`src/common/ccs_pkg.sv`:
```
// Constants and types for the carrier and collision sense path
package ccs_pkg;

  // ----------------------------------------------------------------
  // Timing
  // ----------------------------------------------------------------
  localparam int CLK_PERIOD_NS = 25;
  localparam int BIT_TIME_NS = 100;
  // Carrier holds 1.5 bit times past the end of the last bit
  localparam int CRS_TAIL_NS = 150;
  // The last line transition sits mid-bit, so half a bit is added
  localparam int CRS_HOLD_NS = BIT_TIME_NS / 2 + CRS_TAIL_NS;
  localparam logic [3:0] CRS_HOLD_CYC = 4'((CRS_HOLD_NS + CLK_PERIOD_NS - 1) / CLK_PERIOD_NS);
  // Collision signal from the transceiver runs at 10 MHz
  localparam int COL_PERIOD_NS = 100;
  localparam int COL_HOLD_NS = 2 * COL_PERIOD_NS;
  localparam logic [3:0] COL_HOLD_CYC = 4'(COL_HOLD_NS / CLK_PERIOD_NS);
  // Window after a transmission in which the heartbeat is expected
  localparam int HB_WINDOW_NS = 4000;
  localparam logic [7:0] HB_WINDOW_CYC = 8'(HB_WINDOW_NS / CLK_PERIOD_NS);

  // ----------------------------------------------------------------
  // Reset values
  // ----------------------------------------------------------------
  localparam int SYNC_W = 6;
  // Select stage resets to external so the shared pins stay undriven until the strap is known
  localparam logic [SYNC_W-1:0] SYNC_RST = 6'h20;
  localparam logic [3:0] CNT_RST = 4'h0;
  localparam logic [7:0] HB_CNT_RST = 8'h00;

  // ----------------------------------------------------------------
  // Types
  // ----------------------------------------------------------------
  typedef enum logic [1:0] {
    ST_IDLE = 2'h0,
    ST_FRAME = 2'h1,
    ST_HBEAT = 2'h3
  } ccs_state_t;

  typedef struct packed {
    logic carrier;
    logic collision;
  } ccs_sense_t;

  localparam ccs_sense_t SENSE_RST = 2'h0;

endpackage

```
`src/core/ccs_sense.sv`:
```
// Carrier sense and collision path between line codec and media access unit
`timescale 1ns/100ps
`default_nettype none

module ccs_sense (
  input wire logic core_clk_i,
  input wire logic arst_n_i,
  input wire logic codec_source_select_i,
  input wire logic rx_line_i,
  input wire logic collision_pair_pos_i,
  input wire logic collision_pair_neg_i,
  input wire logic carrier_sense_in_i,
  input wire logic collision_in_i,
  input wire logic tx_sfd_start_i,
  input wire logic tx_active_i,
  output logic carrier_sense_out_o,
  output logic carrier_sense_oe_o,
  output logic collision_out_o,
  output logic collision_oe_o,
  output logic mac_carrier_sense_o,
  output logic mac_collision_o,
  output logic tx_collision_o,
  output logic heartbeat_seen_o,
  output logic heartbeat_missing_o
);

  // ----------------------------------------------------------------
  // Pin synchronisers
  // ----------------------------------------------------------------
  // Bit order: 5 select, 4 rx line, 3 pair pos, 2 pair neg, 1 crs in, 0 col in
  logic [ccs_pkg::SYNC_W-1:0] pin_raw;
  logic [ccs_pkg::SYNC_W-1:0] sync_meta;
  logic [ccs_pkg::SYNC_W-1:0] sync_q;

  assign pin_raw = {codec_source_select_i, rx_line_i, collision_pair_pos_i,
                    collision_pair_neg_i, carrier_sense_in_i, collision_in_i};

  genvar gi;
  generate
    for (gi = 0; gi < ccs_pkg::SYNC_W; gi++) begin : g_sync
      always_ff @(posedge core_clk_i or negedge arst_n_i) begin
        if (!arst_n_i) begin
          sync_meta[gi] <= ccs_pkg::SYNC_RST[gi];
          sync_q[gi] <= ccs_pkg::SYNC_RST[gi];
        end else begin
          sync_meta[gi] <= pin_raw[gi];
          sync_q[gi] <= sync_meta[gi];
        end
      end
    end
  endgenerate

  wire ext_sel = sync_q[5];
  wire rx_line = sync_q[4];
  wire pair_diff = sync_q[3] & ~sync_q[2];
  wire ext_crs = sync_q[1];
  wire ext_col = sync_q[0];

  // ----------------------------------------------------------------
  // On-chip codec carrier and collision
  // ----------------------------------------------------------------
  logic rx_line_d;
  logic pair_diff_d;
  logic [3:0] crs_cnt;
  logic [3:0] col_cnt;

  wire rx_edge = rx_line ^ rx_line_d;
  // Only a falling transition may start carrier; a glitch high is not a frame
  wire rx_fall = rx_line_d & ~rx_line;
  wire pair_edge = pair_diff ^ pair_diff_d;
  wire [3:0] next_crs_cnt = (crs_cnt == ccs_pkg::CNT_RST) ?
                            (rx_fall ? ccs_pkg::CRS_HOLD_CYC : ccs_pkg::CNT_RST) :
                            (rx_edge ? ccs_pkg::CRS_HOLD_CYC : crs_cnt - 4'h1);
  wire [3:0] next_col_cnt = pair_edge ? ccs_pkg::COL_HOLD_CYC :
                            (col_cnt == ccs_pkg::CNT_RST) ? ccs_pkg::CNT_RST : col_cnt - 4'h1;

  ccs_pkg::ccs_sense_t int_sense;
  ccs_pkg::ccs_sense_t ext_sense;
  ccs_pkg::ccs_sense_t sel_sense;

  assign int_sense.carrier = (crs_cnt != ccs_pkg::CNT_RST);
  assign int_sense.collision = (col_cnt != ccs_pkg::CNT_RST);
  assign ext_sense.carrier = ext_crs;
  assign ext_sense.collision = ext_col;
  assign sel_sense = ext_sel ? ext_sense : int_sense;

  always_ff @(posedge core_clk_i or negedge arst_n_i) begin
    if (!arst_n_i) begin
      rx_line_d <= 1'b0;
      pair_diff_d <= 1'b0;
      crs_cnt <= ccs_pkg::CNT_RST;
      col_cnt <= ccs_pkg::CNT_RST;
    end else begin
      rx_line_d <= rx_line;
      pair_diff_d <= pair_diff;
      crs_cnt <= next_crs_cnt;
      col_cnt <= next_col_cnt;
    end
  end

  // ----------------------------------------------------------------
  // Outputs to pins and to the media access unit
  // ----------------------------------------------------------------
  always_ff @(posedge core_clk_i or negedge arst_n_i) begin
    if (!arst_n_i) begin
      carrier_sense_out_o <= 1'b0;
      collision_out_o <= 1'b0;
      carrier_sense_oe_o <= 1'b0;
      collision_oe_o <= 1'b0;
      mac_carrier_sense_o <= 1'b0;
      mac_collision_o <= 1'b0;
    end else begin
      carrier_sense_out_o <= int_sense.carrier;
      collision_out_o <= int_sense.collision;
      // Shared pins turn round to inputs when the external codec owns them
      carrier_sense_oe_o <= ~ext_sel;
      collision_oe_o <= ~ext_sel;
      mac_carrier_sense_o <= sel_sense.carrier;
      mac_collision_o <= sel_sense.collision;
    end
  end

  // ----------------------------------------------------------------
  // Transmit collision watch and heartbeat check
  // ----------------------------------------------------------------
  ccs_pkg::ccs_state_t state;
  ccs_pkg::ccs_state_t next_state;
  logic [7:0] hb_cnt;

  wire in_frame = (state == ccs_pkg::ST_FRAME);
  wire in_hbeat = (state == ccs_pkg::ST_HBEAT);
  wire hb_last = in_hbeat & (hb_cnt == 8'h01);
  wire frame_col = in_frame & sel_sense.collision;
  wire hb_hit = in_hbeat & sel_sense.collision;
  wire frame_start = (state == ccs_pkg::ST_IDLE) & tx_sfd_start_i;
  wire frame_end = in_frame & ~tx_active_i;
  wire [7:0] next_hb_cnt = frame_end ? ccs_pkg::HB_WINDOW_CYC :
                           in_hbeat ? hb_cnt - 8'h01 : ccs_pkg::HB_CNT_RST;
  // Set needs ST_FRAME or ST_HBEAT and clear needs ST_IDLE, so the two never meet; a collision in the clearing cycle is dropped
  wire next_tx_col = frame_col | (tx_collision_o & ~frame_start);
  wire next_hb_seen = hb_hit | (heartbeat_seen_o & ~frame_start);
  wire next_hb_miss = hb_last & ~heartbeat_seen_o & ~sel_sense.collision;

  always_comb begin
    next_state = state;
    case (state)
      ccs_pkg::ST_IDLE: begin
        if (tx_sfd_start_i) begin
          next_state = ccs_pkg::ST_FRAME;
        end
      end
      ccs_pkg::ST_FRAME: begin
        if (!tx_active_i) begin
          next_state = ccs_pkg::ST_HBEAT;
        end
      end
      ccs_pkg::ST_HBEAT: begin
        if (hb_last) begin
          next_state = ccs_pkg::ST_IDLE;
        end
      end
      default: begin
        next_state = ccs_pkg::ST_IDLE;
      end
    endcase
  end

  always_ff @(posedge core_clk_i or negedge arst_n_i) begin
    if (!arst_n_i) begin
      state <= ccs_pkg::ST_IDLE;
      hb_cnt <= ccs_pkg::HB_CNT_RST;
      tx_collision_o <= 1'b0;
      heartbeat_seen_o <= 1'b0;
      heartbeat_missing_o <= 1'b0;
    end else begin
      state <= next_state;
      hb_cnt <= next_hb_cnt;
      tx_collision_o <= next_tx_col;
      heartbeat_seen_o <= next_hb_seen;
      heartbeat_missing_o <= next_hb_miss;
    end
  end
endmodule

`default_nettype wire

```
`config.mk`:
```
export PLATFORM = sky130hd
export DESIGN_NAME = ccs_sense
export DESIGN_NICKNAME = d
export VERILOG_FILES = /design/src/common/ccs_pkg.sv /design/src/core/ccs_sense.sv
export SDC_FILE = /design/constraint.sdc
export NUM_CORES = 1
export LEC_CHECK = 0
export ABC_AREA = 1
export BUFFER_PORTS_ARGS = -buffer_cell sky130_fd_sc_hd__buf_2
export CAP_MARGIN = 0
export CORE_MARGIN = 2
export CORE_UTILIZATION = 50
export CTS_CLUSTER_DIAMETER = 30
export CTS_CLUSTER_SIZE = 30
export DETAILED_ROUTE_END_ITERATION = 8
export PLACE_DENSITY = 0.76
export SYNTH_ARGS = -nofsm -noshare
export SYNTH_HDL_FRONTEND = slang
export SYNTH_SLANG_ARGS = --single-unit
```
`constraint.sdc`:
```
create_clock -name core_clk_i -period 2.7 [get_ports core_clk_i]
set_clock_uncertainty 0.05 [all_clocks]
set_input_delay 0 -clock core_clk_i [delete_from_list [all_inputs] [get_ports core_clk_i]]
set_output_delay 0 -clock core_clk_i [all_outputs]
set_load 0.01 [all_outputs]
```
=== Word level (Yosys, flattened, before mapping) ===
Cells that the tools add are included.

* Input port bits: 10
* Register bits: 40

* Reduce and logical (&&, ||, !) cells: 6
* Bitwise logic cells: 22
* Multiplexer cells: 12
* Equality and inequality tests: 6
* Add/subtract/negate cells: 3

{| class="wikitable"
|+ Operators with widths
! operator !! count
|-
| $mux 4 || 5
|-
| $mux 8 || 2
|-
| $and 1x1->1 || 11
|-
| $eq 8x1->1 const B || 1
|-
| $logic_not 4->1 || 2
|-
| $mux 2 || 4
|-
| $reduce_bool 4->1 || 2
|-
| $sub 4x1->4 const B || 2
|-
| $sub 8x1->8 const B || 1
|-
| $not 1->1 || 7
|-
| $pmux 2 s3 || 1
|-
| $ne 2x2->1 const B || 2
|-
| $reduce_and 3->1 || 1
|-
| $eq 2x1->1 const B || 1
|-
| $eq 2x2->1 const B || 1
|-
| $logic_not 2->1 || 1
|-
| $ne 2x1->1 const B || 1
|-
| $or 1x1->1 || 2
|-
| $xor 1x1->1 || 2
|}

=== Logic depth before layout (Yosys ltp) ===
* Depth after elaboration: 5
* Gate-level depth with buffers: 7

=== Least setup slack after synthesis ===
No wires, ideal clock.

* Path type: reg2reg
* Start: reg hb_cnt[1]
* End: reg state[0]
* Period minus slack after synthesis: 1142 ps
* Slack: 1558 ps
* Buffers on the path: 0
* Data arrival time: 966 ps
* Setup time: 126 ps
* Stages on the path, launching flop included: 7
* Cells stage by stage: dfrtp_1 inv_1 ha_1 nor3b_1 nand2_2 nand2_2 a21oi_2

* Cells in the longest elaborated chain, start to end: 4

{| class="wikitable"
|+ Ends and longest elaborated chain
! element !! line !! source
|-
| start: declaration || ccs_sense.sv:128 || <nowiki>logic [7:0] hb_cnt;</nowiki>
|-
| start signal: assignment || ccs_sense.sv:171 || <nowiki>hb_cnt <= ccs_pkg::HB_CNT_RST;</nowiki>
|-
| start signal: assignment || ccs_sense.sv:177 || <nowiki>hb_cnt <= next_hb_cnt;</nowiki>
|-
| $eq 8x1->1 || ccs_sense.sv:132 || <nowiki>wire hb_last = in_hbeat & (hb_cnt == 8'h01);</nowiki>
|-
| $and 1x1->1 || ccs_sense.sv:132 ||
|-
| $ne 2x1->1 (no source line) || - ||
|-
| $reduce_and 3->1 (no source line) || - ||
|-
| end signal: assignment || ccs_sense.sv:170 || <nowiki>state <= ccs_pkg::ST_IDLE;</nowiki>
|-
| end signal: assignment || ccs_sense.sv:176 || <nowiki>state <= next_state;</nowiki>
|-
| end: declaration || ccs_sense.sv:126 || <nowiki>ccs_pkg::ccs_state_t state;</nowiki>
|}

Every way passes these cells.
A chain may end at the register's enable or synchronous reset.

==> impl_metrics.json <==
{
  "outcome": "completed",
  "multiInputGateArea_um2": 487,
  "dp.cells": 215,
  "synth_area_um2": 1600,
  "clkTransAtPathRegs_ps": 120,
  "instances_no_fill": 232,
  "seq_power_share": 0.446,
  "grt_max_degree": 41,
  "p_leak_nw": 0.966,
  "cts_buffer_depth": 2,
  "critPathKind": "reg -> reg",
  "cp_data_required_time_ps": 2890,
  "hold_buffers": 9,
  "via_per_inst": 4.78,
  "dp_hpwl_um": 1840,
  "wirelength_um": 2660,
  "synth_cell_types": 25,
  "intPower_mw": 1.21,
  "power_density_nw_per_um2": 1020,
  "combinationalPowerShare": 0.348,
  "r2r-end": "tx_collision_o",
  "fin_crit_sh": 0.473,
  "groute.usage.overall": 0.179,
  "portBuffers": 18,
  "synthCells": 154,
  "path_max_fanout": 4,
  "finalMaxSlewViolations": 0,
  "grt_pass1_wl_um": 4710,
  "arrival_ps": 1470,
  "p_total_mw": 1.95,
  "cts.repair.resized": 0,
  "drt_first_pass_iters": 4,
  "nFillCells": 267,
  "place_area_um2": 1740,
  "vias": 1110,
  "postCtsSetupBuffers": 0,
  "cap_violations": 0,
  "clkPwrFrac": 0.206,
  "die_w_um": 60.6,
  "seq_area_um2": 1000,
  "timing.reg2reg.worst_path_depth": 7,
  "rsz0062_at_grt": "no",
  "worstSetupStartpoint": "col_cnt[0]",
  "tightest_slew_ps": 810,
  "cts_made_buffers": 5,
  "setup_tns_ps": 0,
  "synth_nets": 171,
  "endpoint": "tx_collision_o",
  "post-place-ws_ps": 1450,
  "antenna_cells": 0,
  "critPathCaptureType": "flip-flop",
  "p_sw_mw": 0.741,
  "seq_area_frac_synth": 0.627,
  "hold_ws_ps": 219,
  "grt_pass1_vias": 1162,
  "tritoncts": "done",
  "drive_gt1_frac": 0.234,
  "die_y_um": 60.6,
  "wl_per_cell_um": 11.4,
  "clock_sinks": 40,
  "clockRootBuffer": "clkbuf_4",
  "core-area_um2": 3050,
  "worstHoldPathType": "in -> async",
  "setup_violations": 0,
  "start_util": 0.524,
  "cts_max_level": 2,
  "fmax_mhz": 782,
  "gp_congestion": 0.793,
  "overflow": 0,
  "layout_commonest_cell": "dfrtp_1",
  "vdd_drop_max_mv": 0.504,
  "pin_count": 19,
  "timing.critical_path.from_type": "flip-flop",
  "area_growth_pct": 19.5,
  "drt_iter0_drc": 43,
  "drc": 0,
  "synth-seq-cells": 40,
  "nNetsFinal": 204,
  "r2r-start": "col_cnt[0]",
  "p_sw_frac": 0.379,
  "clk_latency_ps": 350,
  "yosysWarnings": 0,
  "ff2ff_setup_slack_ps": 1420,
  "hold_violations": 0,
  "rows": 20,
  "antenna_found_initial": 0,
  "utilization": 0.626,
  "min_period_ps": 1280,
  "worst_slack_ps": 1420,
  "layout_common_cells": "38 x dfrtp_1, 22 x inv_1, 21 x nand2_1",
  "ant_nets": 0,
  "fin_area_um2": 1910,
  "maxSlewHeadroom": 0.460,
  "syn_area_per_cell_um2": 10.4,
  "dieArea_um2": 3670
}
worst max-delay path: stages, from the launching register on:
cell     delay, ps
dfrtp_1        400
inv_1          130
ha_1           190
nand3_2        110
nand2_1         90
nand2_2         70
nand2_1         60
o21ai_0         70
logic make-up after synthesis:
kind of cell	synth area share
compound gates	0.0438
flops	0.627
fa+ha+maj	0.0547
xor+xnor	0.0164
buf+inv	0.0688
simple gates	0.189
registers in the layout, summed over array words and instances, names as in the netlist:
name                 flops
collision_out_o          1
heartbeat_seen_o         1
tx_collision_o           1
mac_carrier_sense_o      1
hb_cnt                   8
heartbeat_missing_o      1
collision_oe_o           1
rx_line                  1
ext_col                  1
ext_sel                  1
crs_cnt                  4
col_cnt                  4
ext_crs                  1
pair_diff_d              1
sync_q                   2
rx_line_d                1
sync_meta                6
carrier_sense_out_o      1
state                    2
mac_collision_o          1
routing by layer:
layer | up-vias | global-route usage | part of all wire
li1 | 543 | - | -
met1 | 539 | 0.181 | 0.39
met2 | 23 | 0.332 | 0.55
met3 | 5 | 0.0704 | 0.048
met4 | 0 | 0.0652 | 0.015
met5 | - | 0 | 0
how the worst min path moves through the flow:
stage,endpoint,slack (ps),from
after global routing,sync_meta[2],220,collision_pair_neg_i
final,col_cnt[2],220,arst_n_i
after floorplan,carrier_sense_out_o,-350,arst_n_i
after CTS,sync_meta[1],210,carrier_sense_in_i
after detailed placement,sync_meta[5],60,codec_source_select_i
after global placement,sync_meta[5],60,codec_source_select_i
synthesized netlist by cell type, drive strengths merged:
library cell	count	area share
dfstp	2	0.033
buf	1	0.0047
nand3	8	0.028
inv	25	0.059
a21oi	6	0.021
xor2	1	0.0055
nand2	28	0.080
nor2	21	0.052
nor3	4	0.016
xnor2	2	0.011
dfrtp	38	0.59
o21ai	6	0.019
ha	7	0.055
nor3b	2	0.0094
a31oi	1	0.0039
clkinv	1	0.0055
nand4	1	0.0039
final cells by class:
| cell class | instances | share of cell area |
|---|---|---|
| well taps | 44 | 0.0288 |
| inverters | 26 | 0.0537 |
| repair buffers | 27 | 0.0942 |
| multi-input cells | 87 | 0.255 |
| flip-flops and latches | 40 | 0.525 |
| clock inverters | 3 | 0.0242 |
| clock buffers | 5 | 0.0196 |
power groups by stage:
stage                     Clock (mW)  Sequential (mW)  Combinational [mW]
after floorplan                    0            0.872               0.493
after global placement             0            0.873               0.617
after detailed placement           0            0.882               0.662
after CTS                      0.415            0.871               0.688
after global routing           0.436            0.887               0.787
final                          0.402            0.871               0.680
No activity file was read; power rests on OpenSTA's default activity.
